**config.mk**
```make
export PLATFORM = sky130hd
export DESIGN_NAME = ivt_core
export DESIGN_NICKNAME = d
export VERILOG_FILES = /design/src/hw/ivt_pkg.sv /design/src/hw/ivt_core.sv /design/src/hw/ivt_src_map.sv
export SDC_FILE = /design/constraint.sdc
export NUM_CORES = 1
export LEC_CHECK = 0
export ABC_AREA = 1
export BUFFER_PORTS_ARGS = -buffer_cell sky130_fd_sc_hd__buf_2
export CAP_MARGIN = 20
export CORE_UTILIZATION = 40
export DETAILED_ROUTE_END_ITERATION = 12
export GPL_TIMING_DRIVEN = 0
export SKIP_LAST_GASP = 1
export SLEW_MARGIN = 20
export SYNTH_ARGS = -nofsm -noshare
export SYNTH_HDL_FRONTEND = slang
export SYNTH_SLANG_ARGS = --single-unit
```
**constraint.sdc**
```tcl
create_clock -name ref_clk -period 3.2 [get_ports ref_clk]
set_clock_uncertainty 0.1 [all_clocks]
set_input_delay 0.48 -clock ref_clk [delete_from_list [all_inputs] [get_ports ref_clk]]
set_output_delay 0.48 -clock ref_clk [all_outputs]
set_load 0.02 [all_outputs]
```
**src/hw/ivt_pkg.sv**
```systemverilog
// Shared constants and types of the interrupt vector and trap map.
// Assumes one 25 MHz clock and a plain register port with 16-bit data.
package ivt_pkg;
    localparam int IVT_NUM_SRC = 36;
    localparam int IVT_SRC_W = 6;
    localparam int IVT_TRAP_W = 7;
    localparam int IVT_ADDR_W = 24;
    localparam int IVT_DATA_W = 16;
    localparam int IVT_RADDR_W = 8;
    localparam int IVT_NUM_A = 4;

    // First peripheral group (CAN 6..15 and the 18 serial requests)
    localparam int IVT_GRP0_CNT = 28;
    localparam logic [6:0] IVT_GRP0_TRAP = 7'h46;
    // Second group (system control requests, real-time clock, end of transfer)
    localparam logic [6:0] IVT_GRP1_TRAP = 7'h68;
    localparam logic [6:0] IVT_RSV_LO = 7'h62;
    localparam logic [6:0] IVT_RSV_HI = 7'h67;
    localparam logic [6:0] IVT_TOP_TRAP = 7'h6F;

    // Hardware trap numbers
    localparam logic [6:0] IVT_TRAP_A0 = 7'h02;
    localparam logic [6:0] IVT_TRAP_STEP = 7'h02;
    localparam logic [6:0] IVT_TRAP_B = 7'h0A;

    // Spacing field: 0 gives 4 bytes, each step doubles it
    localparam logic [1:0] IVT_SPACING_RST = 2'h0;
    localparam int IVT_BASE_SHIFT = 2;

    // Register offsets
    localparam logic [7:0] IVT_REG_SEG = 8'h00;
    localparam logic [7:0] IVT_REG_CFG = 8'h04;
    localparam logic [7:0] IVT_REG_FLAG = 8'h08;
    localparam logic [7:0] IVT_REG_EVT = 8'h0C;
    localparam logic [7:0] IVT_REG_MASK = 8'h10;
    localparam logic [7:0] IVT_REG_STAT = 8'h14;

    // Field positions
    localparam int IVT_CFG_IEN = 2;
    localparam int IVT_FLAG_B = 4;
    localparam int IVT_EVT_TRAP = 0;
    localparam int IVT_EVT_IRQ = 1;
    localparam int IVT_EVT_PRE = 2;

    localparam logic [7:0] IVT_SEG_RST = 8'h00;
    localparam logic [2:0] IVT_MASK_RST = 3'h0;

    typedef enum logic [2:0] {
        IVT_IDLE = 3'b000,
        IVT_VEC_IRQ = 3'b001,
        IVT_SVC_IRQ = 3'b010,
        IVT_VEC_TRAP = 3'b011,
        IVT_SVC_TRAP = 3'b100
    } ivt_state_t;
endpackage

```
**src/hw/ivt_core.sv**
```systemverilog
// Vector and trap map: turns peripheral requests and hardware traps into
// vector addresses for the CPU core, with trap flags and service states.
// Assumes CPU handshake and peripheral requests share ref_clk.
//
// Summary of operation
// Vector table lies in the segment held by the segment select register.
// Adjacent vectors spaced by the spacing field, default four bytes.
// Vector address is segment base plus trap number times spacing.
// First serial request maps to trap 0x50, later ones consecutive.
// Last serial request maps to trap 0x61 at offset 0x184.
// External request zero maps to trap 0x68, next two follow.
// External request three maps to trap 0x6D after internal requests.
// End of transfer request maps to trap 0x6F, the highest node.
// Trap numbers 0x62 to 0x67 are reserved and never generated.
// Hardware traps vector at once and cannot be masked.
// Each hardware trap sets its own bit in the trap flag register.
// Hardware traps preempt code unless a trap service of the same or a higher class runs.
// Trap services block ordinary interrupt and event transfer preemption.
//
// Implementation choices: the strobed register port and the register offsets.
`timescale 1ns/1ns
module ivt_core (
    input wire logic ref_clk,
    input wire logic resetn,
    input wire logic [ivt_pkg::IVT_RADDR_W-1:0] reg_addr,
    input wire logic [ivt_pkg::IVT_DATA_W-1:0] reg_wdata,
    input wire logic reg_wr,
    input wire logic reg_rd,
    output logic [ivt_pkg::IVT_DATA_W-1:0] reg_rdata,
    input wire logic [ivt_pkg::IVT_NUM_SRC-1:0] src_req,
    output logic [ivt_pkg::IVT_NUM_SRC-1:0] src_ack,
    input wire logic [ivt_pkg::IVT_NUM_A-1:0] trap_a,
    input wire logic trap_b,
    output logic vec_valid,
    output logic vec_is_trap,
    output logic [ivt_pkg::IVT_TRAP_W-1:0] vec_trap,
    output logic [ivt_pkg::IVT_ADDR_W-1:0] vec_addr,
    input wire logic vec_ack,
    input wire logic svc_done,
    output logic irq
);
    import ivt_pkg::*;

    typedef struct packed {
        ivt_state_t st;
        logic [7:0] seg;
        logic [1:0] spacing;
        logic ien;
        logic [4:0] trap_flag;
        logic [4:0] pend;
        logic cls_a;
        logic [2:0] evt;
        logic [2:0] mask;
        logic vec_valid;
        logic vec_is_trap;
        logic [IVT_TRAP_W-1:0] vec_trap;
        logic [IVT_ADDR_W-1:0] vec_addr;
        logic [IVT_SRC_W-1:0] src_idx;
        logic [IVT_NUM_SRC-1:0] src_ack;
        logic [IVT_DATA_W-1:0] rdata;
        logic irq;
    } ivt_regs_t;

    ivt_regs_t r;
    ivt_regs_t next_r;
    logic map_any;
    logic [IVT_SRC_W-1:0] map_idx;
    logic [IVT_TRAP_W-1:0] map_trap;

    ivt_src_map #(.NUM_SRC(IVT_NUM_SRC)) u_map (
        .req(src_req),
        .any(map_any),
        .idx(map_idx),
        .trap(map_trap)
    );

    // Segment in the top byte, scaled trap number below it
    function automatic logic [IVT_ADDR_W-1:0] vec_of(
        input logic [7:0] seg,
        input logic [1:0] sc,
        input logic [IVT_TRAP_W-1:0] tn
    );
        logic [15:0] off;
        off = 16'({9'h0, tn} << (IVT_BASE_SHIFT + int'(sc)));
        return {seg, off};
    endfunction

    // Class A traps first, lowest index highest; class B last
    function automatic logic [IVT_TRAP_W-1:0] trap_num(input logic [4:0] p);
        logic [IVT_TRAP_W-1:0] t;
        t = IVT_TRAP_B;
        for (int i = IVT_NUM_A - 1; i >= 0; i--) begin
            if (p[i]) begin
                t = IVT_TRAP_A0 + IVT_TRAP_W'(i) * IVT_TRAP_STEP;
            end
        end
        return t;
    endfunction

    function automatic logic [4:0] first_bit(input logic [4:0] p);
        logic [4:0] o;
        o = 5'h00;
        for (int i = 4; i >= 0; i--) begin
            if (p[i]) begin
                o = 5'h00;
                o[i] = 1'b1;
            end
        end
        return o;
    endfunction

    always_comb begin
        logic [4:0] ev;
        logic [2:0] ev_set;
        logic take_trap;
        logic pend_a;
        ev = {trap_b, trap_a};
        ev_set = 3'h0;
        take_trap = 1'b0;
        next_r = r;
        next_r.src_ack = '0;
        next_r.rdata = '0;
        next_r.pend = r.pend | ev;
        pend_a = |next_r.pend[IVT_NUM_A-1:0];

        case (r.st)
            IVT_IDLE, IVT_VEC_IRQ, IVT_SVC_IRQ: begin
                take_trap = |next_r.pend;
            end
            IVT_SVC_TRAP: begin
                // Only a class A trap may cut into a class B service
                take_trap = !r.cls_a && pend_a;
            end
            default: begin
                take_trap = 1'b0;
            end
        endcase

        if (take_trap) begin
            next_r.vec_trap = trap_num(next_r.pend);
            next_r.vec_addr = vec_of(r.seg, r.spacing, next_r.vec_trap);
            next_r.pend = next_r.pend & ~first_bit(next_r.pend);
            next_r.cls_a = pend_a;
            next_r.vec_valid = 1'b1;
            next_r.vec_is_trap = 1'b1;
            next_r.st = IVT_VEC_TRAP;
            ev_set[IVT_EVT_TRAP] = 1'b1;
            ev_set[IVT_EVT_PRE] = (r.st != IVT_IDLE);
        end else begin
            case (r.st)
                IVT_IDLE: begin
                    if (map_any && r.ien) begin
                        next_r.vec_trap = map_trap;
                        next_r.vec_addr = vec_of(r.seg, r.spacing, map_trap);
                        next_r.src_idx = map_idx;
                        next_r.vec_valid = 1'b1;
                        next_r.vec_is_trap = 1'b0;
                        next_r.st = IVT_VEC_IRQ;
                    end
                end
                IVT_VEC_IRQ: begin
                    if (vec_ack) begin
                        next_r.vec_valid = 1'b0;
                        next_r.src_ack[r.src_idx] = 1'b1;
                        next_r.st = IVT_SVC_IRQ;
                        ev_set[IVT_EVT_IRQ] = 1'b1;
                    end
                end
                IVT_SVC_IRQ: begin
                    if (svc_done) begin
                        next_r.st = IVT_IDLE;
                    end
                end
                IVT_VEC_TRAP: begin
                    if (vec_ack) begin
                        next_r.vec_valid = 1'b0;
                        next_r.st = IVT_SVC_TRAP;
                    end
                end
                IVT_SVC_TRAP: begin
                    // Peripheral requests wait here until the trap ends
                    if (svc_done) begin
                        next_r.st = IVT_IDLE;
                    end
                end
                default: begin
                    next_r.st = IVT_IDLE;
                end
            endcase
        end

        // Register writes; hardware sets win over write-one clears
        if (reg_wr) begin
            if (reg_addr == IVT_REG_SEG) begin
                next_r.seg = reg_wdata[7:0];
            end else if (reg_addr == IVT_REG_CFG) begin
                next_r.spacing = reg_wdata[1:0];
                next_r.ien = reg_wdata[IVT_CFG_IEN];
            end else if (reg_addr == IVT_REG_FLAG) begin
                next_r.trap_flag = r.trap_flag & ~reg_wdata[4:0];
            end else if (reg_addr == IVT_REG_EVT) begin
                next_r.evt = r.evt & ~reg_wdata[2:0];
            end else if (reg_addr == IVT_REG_MASK) begin
                next_r.mask = reg_wdata[2:0];
            end
        end
        next_r.trap_flag = next_r.trap_flag | ev;
        next_r.evt = next_r.evt | ev_set;
        next_r.irq = |(next_r.evt & next_r.mask);

        if (reg_rd) begin
            if (reg_addr == IVT_REG_SEG) begin
                next_r.rdata = {8'h00, r.seg};
            end else if (reg_addr == IVT_REG_CFG) begin
                next_r.rdata = {13'h0000, r.ien, r.spacing};
            end else if (reg_addr == IVT_REG_FLAG) begin
                next_r.rdata = {11'h000, r.trap_flag};
            end else if (reg_addr == IVT_REG_EVT) begin
                next_r.rdata = {13'h0000, r.evt};
            end else if (reg_addr == IVT_REG_MASK) begin
                next_r.rdata = {13'h0000, r.mask};
            end else if (reg_addr == IVT_REG_STAT) begin
                next_r.rdata = {r.vec_trap, r.pend, r.cls_a, r.st};
            end else begin
                next_r.rdata = '0;
            end
        end
    end

    always_ff @(posedge ref_clk or negedge resetn) begin
        if (!resetn) begin
            r <= '{st: IVT_IDLE, seg: IVT_SEG_RST, spacing: IVT_SPACING_RST,
                   mask: IVT_MASK_RST, default: '0};
        end else begin
            r <= next_r;
        end
    end

    assign reg_rdata = r.rdata;
    assign src_ack = r.src_ack;
    assign vec_valid = r.vec_valid;
    assign vec_is_trap = r.vec_is_trap;
    assign vec_trap = r.vec_trap;
    assign vec_addr = r.vec_addr;
    assign irq = r.irq;
endmodule // ivt_core

```
**src/hw/ivt_src_map.sv**
```systemverilog
// Fixed priority encoder from peripheral request lines to trap numbers.
// Assumes requests are levels from logic on the same clock.
`timescale 1ns/1ns
module ivt_src_map #(
    parameter int NUM_SRC = ivt_pkg::IVT_NUM_SRC
) (
    input wire logic [NUM_SRC-1:0] req,
    output logic any,
    output logic [ivt_pkg::IVT_SRC_W-1:0] idx,
    output logic [ivt_pkg::IVT_TRAP_W-1:0] trap
);
    import ivt_pkg::*;

    // Lowest index wins; the gap 0x62..0x67 is never produced
    always_comb begin
        any = 1'b0;
        idx = '0;
        for (int i = NUM_SRC - 1; i >= 0; i--) begin
            if (req[i]) begin
                any = 1'b1;
                idx = IVT_SRC_W'(i);
            end
        end
        if (idx < IVT_SRC_W'(IVT_GRP0_CNT)) begin
            trap = IVT_GRP0_TRAP + IVT_TRAP_W'(idx);
        end else begin
            trap = IVT_GRP1_TRAP + IVT_TRAP_W'(idx - IVT_SRC_W'(IVT_GRP0_CNT));
        end
    end
endmodule // ivt_src_map

```
==> impl_results.md <==
* Layout cell share with drive strength beyond 1 at 0.317
* Crit path launch type: flip-flop
* Synth warnings at 0
* EDFF count, synth at 0
* Worst path bufs/invs at 5
* H-tree Lvls at 4
* Worst hold path type: primary input to flip-flop
* Via count at slightly above 5,000
* Post-Place Worst Slack at -0.120 ns
* Clock share of power at 0.395
* GP Congestion at 0.868
* # diodes at 0
* Layout Utilization at 0.527
* I/O pin count at roughly 160
* FF+latch count, synth at between 100 and 150
* Core Footprint at about 15,000 um^2
* Worst path max stage delay at 0.53 ns
* Post-Synthesis Cells at ~770
* Combinational share of power at 0.247
* Lkg Pwr at between 4 and 5 nW
* Initial Util at 0.416
* Data required, critical path at roughly 3.4 ns
* Critical path peak fanout at 7
* Pwr per Cell Area at ~640 nW/um^2
* CTS tree: done
* CTS clk-pin slew, worst paths at ~0.060 ns
* Switching power at approximately 0.0016 W
* Worst slew pin tran at about 0.7 ns
* Netlist Area Pre-Place at about 6100 um^2
* Slew Viols, Final at 0
* Vias per cell at 4.53
* CP cell instances: nor2_1 -> inv_2 -> nor2_1 -> inv_2 -> nor2_2 -> inv_2 -> nor2_1 -> nand2_1 -> o21ai_2 -> nand2_2 -> nor3_1 -> inv_2 -> nor2_2 -> inv_1 -> o211ai_1 -> a21oi_1 -> nor2_1
* Post-CTS setup buffers at 0
* Port Buffers at between 100 and 150
* Post-synthesis sequential area ratio at 0.493
* Row cnt at 44
* Nets at approximately 1,000
* Unrepaired setup endpoints after global routing: yes
* DP Wirelength at between 10,000 and 15,000 um
* Die Wd at 126 um
* Final Routed Wirelength at 14,400 um
* Grt ovf at 0
* # clock sinks at 121
* Tot GR Track Use at 0.195
* 1st-pass router iterations at 5
* Critical path arrival at approximately 3.2 ns
* Vias in the first global route at 4,874
* Final count of hold timing violations at 0
* Fmax achieved at about 340 MHz
* Library cells used by synthesis at 39
* First DRT Iteration DRCs at roughly 320
* Max Root-Sink Buffers at 2
* FFs w/ async S/R, synth at 1.00
* Synth Flop Type: dfrtp_1
* Sw frac at 0.326
* CTS Root Cell: clkbuf_16
* Slew headroom at 0.525
* Initial antenna violation count at 0
* Max Cap Viol at 0
* Reg power frac at 0.358
* Fin crit share at 0.908
* CP top delay family: simple AND/OR/NAND/NOR gates
* Minimum clock period after layout at 2.91 ns
* Number of CTS-inserted buffers at 17
* Internal power at between 0.003 and 0.004 W
* First-pass GRT wire length at about 24,000 um
* Die ar. at around 16,000 um^2
* Maximum VDD drop at approximately 0.00041 V
* Largest net degree at the start of global routing at 74
* Final WS setup at 0.293 ns
* Routed len/inst at between 10 and 15 um
* Die Height at roughly 130 um
* Final ANT Viol Nets at 0
* Setup CP Type: flip-flop to flip-flop
* Mean Syn Cell Area at 8.02 um^2
* DRC violations left at 0
* CP endpoint kind: flip-flop
* Status: finished, final reports clean
* Area Growth Syn to Fin at 26.6%
* Clock Latency Late Sink at 0.41 ns
* Slowest stage cell, crit path: nor3_1
* # setup viols final at 0
* Total chip power at between 0.004 and 0.005 W
## synth_stat cells, types with 4 or more instances
cell,n,area share
buf_4,84,0.10
ha_1,4,0.0082
inv_2,17,0.010
nor2_1,122,0.075
nor3_1,6,0.0049
nand3_1,32,0.026
nor4_1,5,0.0051
a21oi_1,17,0.014
o31ai_1,6,0.0073
inv_1,97,0.059
buf_2,4,0.0033
a21oi_2,4,0.0057
nand2_1,162,0.099
clkbuf_1,6,0.0037
o21ai_0,30,0.024
dfrtp_1,121,0.49
o21ai_1,9,0.0073
o21bai_1,4,0.0049
## per-layer routing
metal	wire length, um	track usage
met5	0	0
met4	288	0.0758
met1	7180	0.279
met3	751	0.0391
met2	6220	0.291
## power by group through the flow
stage	Combinational (W)	Clock (W)	Sequential, W
final	0.00122	0.00195	0.00177
after global routing	0.00137	0.00206	0.00179
after CTS	0.00123	0.00199	0.00177
after detailed placement	0.00122	0	0.00179
after global placement	0.00122	0	0.00179
after floorplan	0.000844	0	0.00177
## worst paths after layout
| kind | start | to | slack, ns | cells after the start |
|---|---|---|---|---|
| setup / recovery | r[100] | vec_addr[7] | 0.29 | 17 |
| hold / removal | trap_a[3] | r[107] | 0.20 | 3 |
| setup reg to reg | r[100] | vec_addr[7] | 0.29 | 17 |
| hold reg to reg | vec_valid | vec_valid | 0.37 | 2 |
| max in group asynchronous | resetn | r[96] | 1.83 | 3 |
| min in group asynchronous | resetn | vec_addr[0] | 0.46 | 2 |
## state kept, by name, summed over array words and instances, names as in the netlist
signal / count
reg_rdata: 16
vec_trap: 7
vec_is_trap: 1
vec_valid: 1
r: 37
irq: 1
src_ack: 36
vec_addr: 22
## layout make-up
class	instances	area, um^2
Multi-Input combinational cell	438	2040
Clock inverter	15	178
Timing Repair Buffer	147	769
Buffer	94	673
Clock buffer	17	425
Fill cell	1476	6980
Sequential cell	121	3030
Tap cell	184	230
Inverter	114	428
## worst reg2reg max path, stage by stage, from the launching register on
cell,delay [ns]
dfrtp_1,0.39
nor2_1,0.21
inv_2,0.04
nor2_1,0.17
inv_2,0.05
nor2_2,0.11
inv_2,0.07
nor2_1,0.12
nand2_1,0.08
o21ai_2,0.06
nand2_2,0.08
nor3_1,0.53
inv_2,0.22
nor2_2,0.18
inv_1,0.07
o211ai_1,0.19
a21oi_1,0.08
nor2_1,0.10
## stage by stage
| stage | hold slack (ns) | area [um^2] | TNS (ns) | std cells |
|---|---|---|---|---|
| after global routing | 0.183 | 7770 | -0.00484 | 1130 |
| after detailed placement | 0.339 | 7130 | -0.162 | 1097 |
| after floorplan | 0.0844 | 6140 | 0 | 767 |
| final | 0.199 | 7770 | 0 | 1130 |
| after CTS | 0.187 | 7750 | 0 | 1130 |
| after global placement | 0.352 | 7100 | -0.234 | 1096 |
## cell usage in the layout, fill, tap and decap left out, types with 4 or more instances in the layout
master / count
dfrtp_1: 121
o21ai_1: 8
clkbuf_1: 6
a21oi_1: 17
nor3_1: 6
o21bai_1: 4
inv_2: 17
inv_1: 97
a21oi_2: 4
clkbuf_16: 17
nand3_1: 32
nand2_1: 162
nor2_1: 122
clkinvlp_4: 5
o21ai_0: 30
buf_2: 148
buf_4: 84
o31ai_1: 6
ha_1: 4
## kinds of logic after synthesis
kind of cell	after synthesis	synth area share
xor gates and xnor gates	1	0.00143
adders and majority gates	4	0.00815
and+or+nand+nor	335	0.218
DFF	121	0.493
AOI/OAI and AO/OA	92	0.0917
other	1	0.000611
buffers and inverters	208	0.179
muxes	4	0.00713
## timing repair
item                                    CTS  global route
hold buffers                              1             0
resized for setup                         0             3
endpoints found under the setup margin    0             3
hold endpoints to repair                 48             0
Power figures use the tool's default switching activity.
